File: src/rtl/fro_pkg.sv
// Package of constants and types for the fault retry and output good block
package fro_pkg;

  // Command codes of the word settings
  localparam logic [7:0] CMD_OUTPUT_GOOD_ASSERT_LEVEL = 8'h5E;
  localparam logic [7:0] CMD_OUTPUT_GOOD_NEGATE_LEVEL = 8'h5F;
  localparam logic [7:0] CMD_TURN_ON_DELAY_TIME       = 8'h60;

  // Register file indices
  localparam int unsigned NUM_REGS       = 3;
  localparam logic [1:0]  IDX_ASSERT_LVL = 2'h0;
  localparam logic [1:0]  IDX_NEGATE_LVL = 2'h1;
  localparam logic [1:0]  IDX_TURN_ON_DELAY_TIME  = 2'h2;
  localparam logic [1:0]  IDX_NONE       = 2'h3;

  // Values after reset
  localparam logic [15:0] RST_ASSERT_LVL = 16'h0000;
  localparam logic [15:0] RST_NEGATE_LVL = 16'h0000;
  localparam logic [15:0] RST_TURN_ON_DELAY_TIME  = 16'h0000;

  // Fault response byte fields
  localparam int unsigned RESP_MSB      = 7;
  localparam int unsigned RESP_LSB      = 6;
  localparam int unsigned RETRY_MSB     = 5;
  localparam int unsigned RETRY_LSB     = 3;
  localparam int unsigned TIME_MSB      = 2;
  localparam int unsigned TIME_LSB      = 0;

  localparam logic [1:0] RESP_IGNORE     = 2'h0;
  localparam logic [1:0] RESP_RUN_DELAY  = 2'h1;
  localparam logic [1:0] RESP_DIS_RETRY  = 2'h2;
  localparam logic [1:0] RESP_DIS_LATCH  = 2'h3;

  localparam logic [2:0] RETRY_NONE      = 3'h0;
  localparam logic [2:0] RETRY_FOREVER   = 3'h7;

  // Timing
  localparam int unsigned CLK_PERIOD_NS   = 100;
  localparam int unsigned MS_IN_NS        = 1000000;
  localparam int unsigned CYCLES_PER_MS   = MS_IN_NS / CLK_PERIOD_NS;

  typedef enum logic [2:0] {
    ST_OFF,
    ST_TON_WAIT,
    ST_ON,
    ST_FLT_RUN,
    ST_RETRY_WAIT,
    ST_LATCHED
  } fro_state_e;

endpackage

File: src/rtl/fro_timer_if.sv
// Interface between the sequencer and its delay timer
`timescale 1ns/1ns
interface fro_timer_if;
  logic        start;
  logic [15:0] units;
  logic [15:0] unit_cycles;
  logic        done;
  logic        busy;

  modport ctrl  (output start, units, unit_cycles, input done, busy);
  modport timer (input start, units, unit_cycles, output done, busy);
endinterface

File: src/rtl/fro_delay_timer.sv
// Delay timer counting whole units of a programmable cycle length
`timescale 1ns/1ns
module fro_delay_timer
  import fro_pkg::*;
(
  input  wire logic    i_core_clk,
  input  wire logic    i_rst_b,
  fro_timer_if.timer   tmr
);

  logic [15:0] left_q;
  logic [15:0] cyc_q;
  logic [15:0] ucyc_q;
  logic        busy_q;
  logic        done_q;
  logic        last_unit;

  assign last_unit = (cyc_q + 16'h0001 >= ucyc_q) && (left_q == 16'h0001);

  always_ff @(posedge i_core_clk or negedge i_rst_b) begin
    if (!i_rst_b) begin
      left_q <= 16'h0000;
      cyc_q  <= 16'h0000;
      ucyc_q <= 16'h0001;
      busy_q <= 1'b0;
    end else if (tmr.start) begin
      left_q <= tmr.units;
      cyc_q  <= 16'h0000;
      ucyc_q <= (tmr.unit_cycles == 16'h0000) ? 16'h0001 : tmr.unit_cycles;
      busy_q <= (tmr.units != 16'h0000);
    end else if (busy_q) begin
      if (cyc_q + 16'h0001 >= ucyc_q) begin
        cyc_q  <= 16'h0000;
        left_q <= left_q - 16'h0001;
        if (left_q == 16'h0001) begin
          busy_q <= 1'b0;
        end
      end else begin
        cyc_q <= cyc_q + 16'h0001;
      end
    end
  end

  always_ff @(posedge i_core_clk or negedge i_rst_b) begin
    if (!i_rst_b) begin
      done_q <= 1'b0;
    end else begin
      done_q <= tmr.start ? (tmr.units == 16'h0000) : (busy_q && last_unit);
    end
  end

  assign tmr.done = done_q;
  assign tmr.busy = busy_q;

endmodule // fro_delay_timer

File: src/rtl/fro_sequencer.sv
// Fault retry sequencer, output good detector and word settings
// Notes on behaviour
// - Retry codes 1-6 give that many restarts.
// - Code 111 retries until off or shutdown.
// - Retry time is two to field units.
// - Delay serves running time or retry interval.
// - Delay unit length comes from unit setting.
// - Assert output good at assert threshold.
// - Negate output good below negate threshold.
// - Status bit is one while output good is negated.
// - Wait turn-on delay milliseconds before rising.
// - All three settings support word read, write.
// - Response field picks ignore/run/retry/latch handling.
// - Retry code zero latches output off.
`timescale 1ns/1ns
module fro_sequencer
  import fro_pkg::*;
#(
  parameter logic [15:0] P_CYCLES_PER_MS = 16'(CYCLES_PER_MS)
)
(
  input  wire logic        i_core_clk,
  input  wire logic        i_rst_b,
  // Word command port
  input  wire logic        i_cmd_valid,
  input  wire logic        i_cmd_write,
  input  wire logic [7:0]  i_cmd_code,
  input  wire logic [15:0] i_cmd_wdata,
  output logic             o_cmd_ack,
  output logic             o_cmd_rvalid,
  output logic [15:0]      o_cmd_rdata,
  // Fault handling setup and events
  input  wire logic [7:0]  i_fault_response,
  input  wire logic [15:0] i_time_unit_cycles,
  input  wire logic        i_fault,
  input  wire logic        i_fault_clear,
  input  wire logic        i_other_shutdown,
  input  wire logic        i_enable,
  input  wire logic        i_bias_ok,
  // Output voltage monitoring
  input  wire logic [15:0] i_vout,
  input  wire logic        i_multi_pin_setup_good_en,
  // Power stage control and status
  output logic             o_output_on,
  output logic             o_rise_start,
  output logic             o_latched_off,
  output logic [2:0]       o_attempts,
  output logic             o_output_good_signal,
  output logic             o_output_good_status
);

  // Command code to register index
  function automatic logic [1:0] code_to_idx(input logic [7:0] code);
    case (code)
      CMD_OUTPUT_GOOD_ASSERT_LEVEL: code_to_idx = IDX_ASSERT_LVL;
      CMD_OUTPUT_GOOD_NEGATE_LEVEL: code_to_idx = IDX_NEGATE_LVL;
      CMD_TURN_ON_DELAY_TIME:       code_to_idx = IDX_TURN_ON_DELAY_TIME;
      default:                      code_to_idx = IDX_NONE;
    endcase
  endfunction

  // Whether another restart is allowed for this retry code
  function automatic logic may_retry(input logic [2:0] code, input logic [2:0] done_cnt);
    if (code == RETRY_NONE) begin
      may_retry = 1'b0;
    end else if (code == RETRY_FOREVER) begin
      may_retry = 1'b1;
    end else begin
      may_retry = (done_cnt < code);
    end
  endfunction

  localparam logic [15:0] RST_VALS [NUM_REGS] = '{RST_ASSERT_LVL, RST_NEGATE_LVL, RST_TURN_ON_DELAY_TIME};

  logic [15:0] regs_q [NUM_REGS];
  logic [1:0]  cmd_idx;
  logic        cmd_hit;
  logic [15:0] rdata_q;
  logic        rvalid_q;

  // Command decode
  assign cmd_idx   = code_to_idx(i_cmd_code);
  assign cmd_hit   = (cmd_idx != IDX_NONE);
  assign o_cmd_ack = i_cmd_valid && cmd_hit;

  // Word writes, one per setting
  generate
    for (genvar g = 0; g < NUM_REGS; g++) begin : g_reg
      always_ff @(posedge i_core_clk or negedge i_rst_b) begin
        if (!i_rst_b) begin
          regs_q[g] <= RST_VALS[g];
        end else if (i_cmd_valid && i_cmd_write && cmd_idx == 2'(g)) begin
          regs_q[g] <= i_cmd_wdata;
        end
      end
    end
  endgenerate

  // Word reads
  always_ff @(posedge i_core_clk or negedge i_rst_b) begin
    if (!i_rst_b) begin
      rdata_q  <= 16'h0000;
      rvalid_q <= 1'b0;
    end else begin
      rvalid_q <= i_cmd_valid && !i_cmd_write && cmd_hit;
      if (i_cmd_valid && !i_cmd_write && cmd_hit) begin
        rdata_q <= regs_q[cmd_idx];
      end
    end
  end

  assign o_cmd_rvalid = rvalid_q;
  assign o_cmd_rdata  = rdata_q;

  // Fault response fields
  logic [1:0]  resp;
  logic [2:0]  retry_code;
  logic [2:0]  time_code;
  logic [15:0] delay_units;

  assign resp        = i_fault_response[RESP_MSB:RESP_LSB];
  assign retry_code  = i_fault_response[RETRY_MSB:RETRY_LSB];
  assign time_code   = i_fault_response[TIME_MSB:TIME_LSB];
  assign delay_units = 16'h0001 << time_code;

  // Delay timer
  fro_timer_if tmr_if ();

  fro_delay_timer u_timer (
    .i_core_clk (i_core_clk),
    .i_rst_b    (i_rst_b),
    .tmr        (tmr_if.timer)
  );

  // Fault handling state
  fro_state_e  state_q;
  fro_state_e  state_d;
  logic [2:0]  attempts_q;
  logic        attempt_inc;
  logic        attempt_clr;
  logic        tmr_start;
  logic [15:0] tmr_units;
  logic [15:0] tmr_ucyc;
  logic        rise_d;
  logic        rise_q;
  logic        on_q;

  assign tmr_if.start       = tmr_start;
  assign tmr_if.units       = tmr_units;
  assign tmr_if.unit_cycles = tmr_ucyc;

  // Expiry of the current count only
  logic tmr_fired;

  assign tmr_fired = tmr_if.done && !tmr_if.busy;

  // Next state of the sequencer
  always_comb begin
    state_d     = state_q;
    attempt_inc = 1'b0;
    attempt_clr = 1'b0;
    tmr_start   = 1'b0;
    tmr_units   = delay_units;
    tmr_ucyc    = i_time_unit_cycles;
    rise_d      = 1'b0;
    if (!i_enable || !i_bias_ok) begin
      state_d     = ST_OFF;
      attempt_clr = 1'b1;
    end else if (i_other_shutdown && state_q != ST_OFF) begin
      state_d = ST_LATCHED;
    end else begin
      case (state_q)
        ST_OFF: begin
          state_d   = ST_TON_WAIT;
          tmr_start = 1'b1;
          tmr_units = regs_q[IDX_TURN_ON_DELAY_TIME];
          tmr_ucyc  = P_CYCLES_PER_MS;
        end
        ST_TON_WAIT: begin
          if (tmr_fired) begin
            state_d = ST_ON;
            rise_d  = 1'b1;
          end
        end
        ST_ON: begin
          if (i_fault) begin
            case (resp)
              RESP_IGNORE: state_d = ST_ON;
              RESP_RUN_DELAY: begin
                state_d   = ST_FLT_RUN;
                tmr_start = 1'b1;
              end
              RESP_DIS_RETRY: begin
                if (may_retry(retry_code, attempts_q)) begin
                  state_d     = ST_RETRY_WAIT;
                  tmr_start   = 1'b1;
                  attempt_inc = (retry_code != RETRY_FOREVER);
                end else begin
                  state_d = ST_LATCHED;
                end
              end
              default: state_d = ST_LATCHED;
            endcase
          end
        end
        ST_FLT_RUN: begin
          if (tmr_fired) begin
            if (!i_fault) begin
              state_d = ST_ON;
            end else if (may_retry(retry_code, attempts_q)) begin
              state_d     = ST_RETRY_WAIT;
              tmr_start   = 1'b1;
              attempt_inc = (retry_code != RETRY_FOREVER);
            end else begin
              state_d = ST_LATCHED;
            end
          end
        end
        ST_RETRY_WAIT: begin
          if (tmr_fired) begin
            state_d = ST_ON;
            rise_d  = 1'b1;
          end
        end
        ST_LATCHED: begin
          if (i_fault_clear) begin
            state_d     = ST_OFF;
            attempt_clr = 1'b1;
          end
        end
        default: state_d = ST_OFF;
      endcase
    end
  end

  // State register
  always_ff @(posedge i_core_clk or negedge i_rst_b) begin
    if (!i_rst_b) begin
      state_q <= ST_OFF;
    end else begin
      state_q <= state_d;
    end
  end

  // Restart attempts
  always_ff @(posedge i_core_clk or negedge i_rst_b) begin
    if (!i_rst_b) begin
      attempts_q <= 3'h0;
    end else if (attempt_clr || (i_fault_clear && state_q != ST_LATCHED)) begin
      attempts_q <= 3'h0;
    end else if (attempt_inc) begin
      attempts_q <= attempts_q + 3'h1;
    end
  end

  // Power stage outputs
  always_ff @(posedge i_core_clk or negedge i_rst_b) begin
    if (!i_rst_b) begin
      on_q   <= 1'b0;
      rise_q <= 1'b0;
    end else begin
      on_q   <= (state_d == ST_ON) || (state_d == ST_FLT_RUN);
      rise_q <= rise_d;
    end
  end

  assign o_output_on   = on_q;
  assign o_rise_start  = rise_q;
  assign o_latched_off = (state_q == ST_LATCHED);
  assign o_attempts    = attempts_q;

  // Output good with hysteresis between the two levels
  logic good_q;
  logic pin_q;
  logic above_assert;
  logic below_negate;

  assign above_assert = (i_vout >= regs_q[IDX_ASSERT_LVL]);
  assign below_negate = (i_vout < regs_q[IDX_NEGATE_LVL]);

  always_ff @(posedge i_core_clk or negedge i_rst_b) begin
    if (!i_rst_b) begin
      good_q <= 1'b0;
    end else if (below_negate) begin
      good_q <= 1'b0;
    end else if (above_assert) begin
      good_q <= 1'b1;
    end
  end

  always_ff @(posedge i_core_clk or negedge i_rst_b) begin
    if (!i_rst_b) begin
      pin_q <= 1'b0;
    end else begin
      pin_q <= i_multi_pin_setup_good_en && !below_negate && (good_q || above_assert);
    end
  end

  assign o_output_good_signal = pin_q;
  assign o_output_good_status = !good_q;

endmodule // fro_sequencer

File: config.mk
export PLATFORM = sky130hd
export DESIGN_NAME = fro_sequencer
export DESIGN_NICKNAME = d
export VERILOG_FILES = /design/src/rtl/fro_pkg.sv /design/src/rtl/fro_timer_if.sv /design/src/rtl/fro_delay_timer.sv /design/src/rtl/fro_sequencer.sv
export SDC_FILE = /design/constraint.sdc
export NUM_CORES = 1
export LEC_CHECK = 0
export BUFFER_PORTS_ARGS = -buffer_cell sky130_fd_sc_hd__buf_4
export CORE_UTILIZATION = 40
export CTS_CLUSTER_DIAMETER = 50
export DETAILED_ROUTE_END_ITERATION = 10
export PLACE_DENSITY = 0.69
export SLEW_MARGIN = 20
export SYNTH_ARGS = -nofsm -noshare
export SYNTH_HDL_FRONTEND = slang
export SYNTH_SLANG_ARGS = --single-unit
File: constraint.sdc
create_clock -name i_core_clk -period 4.7 [get_ports i_core_clk]
set_input_delay 0.94 -clock i_core_clk [delete_from_list [all_inputs] [get_ports i_core_clk]]
set_output_delay 0.94 -clock i_core_clk [all_outputs]
set_load 0.05 [all_outputs]
==> impl_results.md <==
- Outcome: complete, but fails checks
- Failing checks: design-rule violations
- Crit end category: flip-flop
- Pint: 2190 uW
- Crit path max fanout: 23
- FILL cells: 1,706
- Period Utilization, post-route: 0.840
- Sink Count: 125
- R2R Path Start: u_timer.cyc_q[0]
- Root Driver: clkbuf_16
- Inserted Clock Buffers: 17
- Hold Fails Final Rpt: 0
- Number of remaining DRC errors: 4
- Largest stage delay on the critical path: 430 ps
- Clk_lat worst skew: 420 ps
- I/O pins: 100
- Setup WS pre-CTS: 774 ps
- Initial antenna violation count: 0
- Final setup violation count: 0
- Avg Vias per Cell: 5.36
- Cell depth of the worst setup path: 16
- Dominant synthesized flop cell: dfrtp_1
- H-tree depth: 4
- Yosys top cell area share: 0.412
- Synthesized instance count: 836
- Sequential element share of the synthesized area: 0.416
- Final period demand of the worst path: 3950 ps
- Synth cell types: 62
- Final nets: 1,059
- Chip width: 139 um
- Setup slack, reg-to-reg: 750 ps
- Global route overflow: 0
- R2R Path End: u_timer.left_q[3]
- Slew Viols, Final: 0
- # hold bufs at CTS: 0
- Setup TNS: 0 ps
- First-pass GRT wire length: 30,200 um
- Area Growth Syn to Fin: 20.5%
- RSZ-0062 raised after global routing: no
- Worst EP arrival: 4260 ps
- PD cells: 335 mW/mm^2
- Die ar.: 0.0194 mm^2
- Gate power share: 0.173
- CP most frequent cell: nor2_1
- Iteration-0 DRC Markers: 399
- Synthesized flop and latch total: 125
- Post-Syn Area: 0.00752 mm^2
- Synth top area cells: dfrtp_1, ha_1, o21ai_0
- Clock power frac: 0.417
- RD Place Congestion: 0.839
- GR Util All Layers: 0.193
- N_diodes: 0
- Die Height: 139 um
- TritonCTS clock tree: built
- Setup Buffers After CTS: 0
- Largest net degree at the start of global routing: 68
- Reg2Reg Depth: 16
- Net count after synthesis: 967
- Final non-filler cell total: 1,170
- First drt pass iteration count: 9
- Final setup skew: 8.56 ps
- Port bufs: 99
- Crit path launch type: flip-flop
- Fin util: 0.498
- Rows: 49
- Post-DP HPWL: 12,900 um
- Vias in the first global route: 6,177
- Leak pwr: 0.00430 uW
- Switching share of total power: 0.278
- Switch Pwr: 844 uW
- Post-synth EDFFs: 0
- MaxCap Viol Count: 0
- Final wirelength: 17,500 um
- Worst IR Drop VDD: 0.000256 V
- Layout cells sized above 1: 0.186
- Starting Density: 0.413
- Mean Syn Cell Area: 9.00 um^2
- Relative slew slack: 0.320
- YS warnings: 0
- Synth area leader: dfrtp_1
- Worst slew pin tran: 1020 ps
- Cell count after placement: 1,138
- CTS max path bufs: 2
- Hold Path Class: reg2reg
- Average wire per standard cell: 14.9 um
- Worst path cell trace: ha_1 -> nand3_1 -> nor2_1 -> nand3_1 -> nor2_1 -> xor2_1 -> ha_1 -> nand4_1 -> a211oi_1 -> o41ai_1 -> a21oi_1 -> buf_4 -> nor2_1 -> buf_4 -> o31a_1 -> o31a_1
- End of the critical path: u_timer.left_q[3]
- CTS clock-pin slew for the worst setup and hold paths: 60 ps
- Crit Path Category: reg2reg
- Setup ws final: 750 ps
- Via Count: 6,268
- Antenna Nets Post-Route: 0
- Sequential power share: 0.409
- Required time of the critical path: 5010 ps
- Setup crit start: u_timer.cyc_q[0]
- Critical path's top delay family: simple AND/OR/NAND/NOR gates
- Post-synth ARST share: 1.00
- # resized after CTS: 0
- Core area: 0.0182 mm^2
- Crit-path slowest cell: dfrtp_1
- CP bufs+invs: 2
- Upper clock frequency limit: 253 MHz
- Tot Pwr: 3040 uW
==> Yosys cell counts (all sizes together) (2+ instances only) <==
master   number
dfrtp       124
o21ai       101
nand2       100
inv          65
ha           57
nor2         41
nand3        38
a21oi        31
clkbuf       30
mux2         20
a22oi        19
nor4         17
nand2b       15
a21o         14
nor3         13
xnor2        12
xor2         12
buf          11
nand4         9
o211ai        9
o31ai         9
or3           9
a211oi        7
a31oi         6
nor2b         6
a22o          5
nand4b        5
a32oi         4
mux2i         4
or2           4
a2bb2oi       3
and2          3
nand3b        3
nor3b         3
o31a          3
or4           3
a221oi        2
and3          2
nor4b         2
o21a          2
o22ai         2
o41ai         2
==> how the worst min path moves through the flow <==
| stage | end | start | cells after the start | slack (ps) |
|---|---|---|---|---|
| after detailed placement | o_cmd_rdata[3] | o_cmd_rdata[3] | 2 | 480 |
| after floorplan | u_timer.ucyc_q[0] | u_timer.ucyc_q[0] | 2 | 470 |
| final | o_cmd_rdata[3] | o_cmd_rdata[3] | 2 | 490 |
| after CTS | o_cmd_rdata[3] | o_cmd_rdata[3] | 2 | 490 |
| after global placement | o_cmd_rdata[0] | o_cmd_rdata[0] | 2 | 470 |
| after global routing | u_timer.ucyc_q[0] | u_timer.ucyc_q[0] | 2 | 520 |
==> worst min-delay path, delay by kind of cell (launching register included) <==
kind,cells,cell delay [ps]
flip-flops,1,340
AO/OA/AOI/OAI,1,60
AND/OR/NAND/NOR,1,50
==> routing by layer <==
layer	global-route usage	part of all wire	wire, um	vias up
li1	-	-	-	3170
met1	0.257	0.48	8330	2948
met2	0.318	0.47	8210	135
met3	0.0359	0.041	724	15
met4	0.0561	0.011	191	0
met5	0	0	0	-
==> cell families (layout without fill, tap and decap cells) <==
family                     count (synthesis)  after routing  synth area share
and+or+nand+nor                          274            274             0.182
AOI/OAI and AO/OA                        226            226             0.188
DFF                                      125            125             0.416
buffers and inverters                    106            211            0.0565
adders and majority gates                 57             57            0.0948
xor gates and xnor gates                  24             24            0.0279
muxes                                     24             24            0.0353
==> sequential cells by signal, indices dropped and copies added (netlist names), 3 cells and up <==
signal / flops
state_q: 3
u_timer.ucyc_q: 16
o_cmd_rdata: 16
regs_q: 48
o_attempts: 3
u_timer.cyc_q: 16
u_timer.left_q: 16
==> stage by stage <==
stage               cell area [um^2]  hold WS (ps)
floorplan                       7520           467
global placement                8500           466
detailed placement              8500           481
CTS                             9070           494
global route                    9070           516
finish                          9070           487
==> power by group through the flow <==
stage	logic, uW	registers, uW	clock network (uW)
final	527	1240	1270
after global placement	511	1260	0
after floorplan	346	1240	0
after global routing	597	1260	1340
after detailed placement	528	1260	0
after CTS	533	1240	1290
==> cell usage in the layout (no fill, tap or decap), drive strengths merged, types with 4 or more instances in the layout <==
master and instances:
o21ai 101, mux2 20, nand3 38, o211ai 9, xor2 12, a211oi 7, nand2 100, inv 65
a21oi 31, a32oi 4, or3 9, ha 57, nor2 41, xnor2 12, nor4 17, nand4b 5
nor3 13, clkbuf 23, a22o 5, nand2b 15, or2 4, buf 114, nor2b 6, a31oi 6
mux2i 4, nand4 9, dfrtp 124, a21o 14, o31ai 9, clkinv 4, a22oi 19
==> final cells by class <==
| type | count | area [um^2] | share of cell area |
|---|---|---|---|
| multi-input cells | 605 | 3980 | 0.439 |
| flip-flops and latches | 125 | 3130 | 0.345 |
| repair buffers | 114 | 856 | 0.0944 |
| clock buffers | 23 | 458 | 0.0505 |
| well taps | 229 | 287 | 0.0316 |
| inverters | 65 | 244 | 0.0269 |
| clock inverters | 9 | 114 | 0.0126 |
Note: power is estimated with default switching activity, not from simulation.
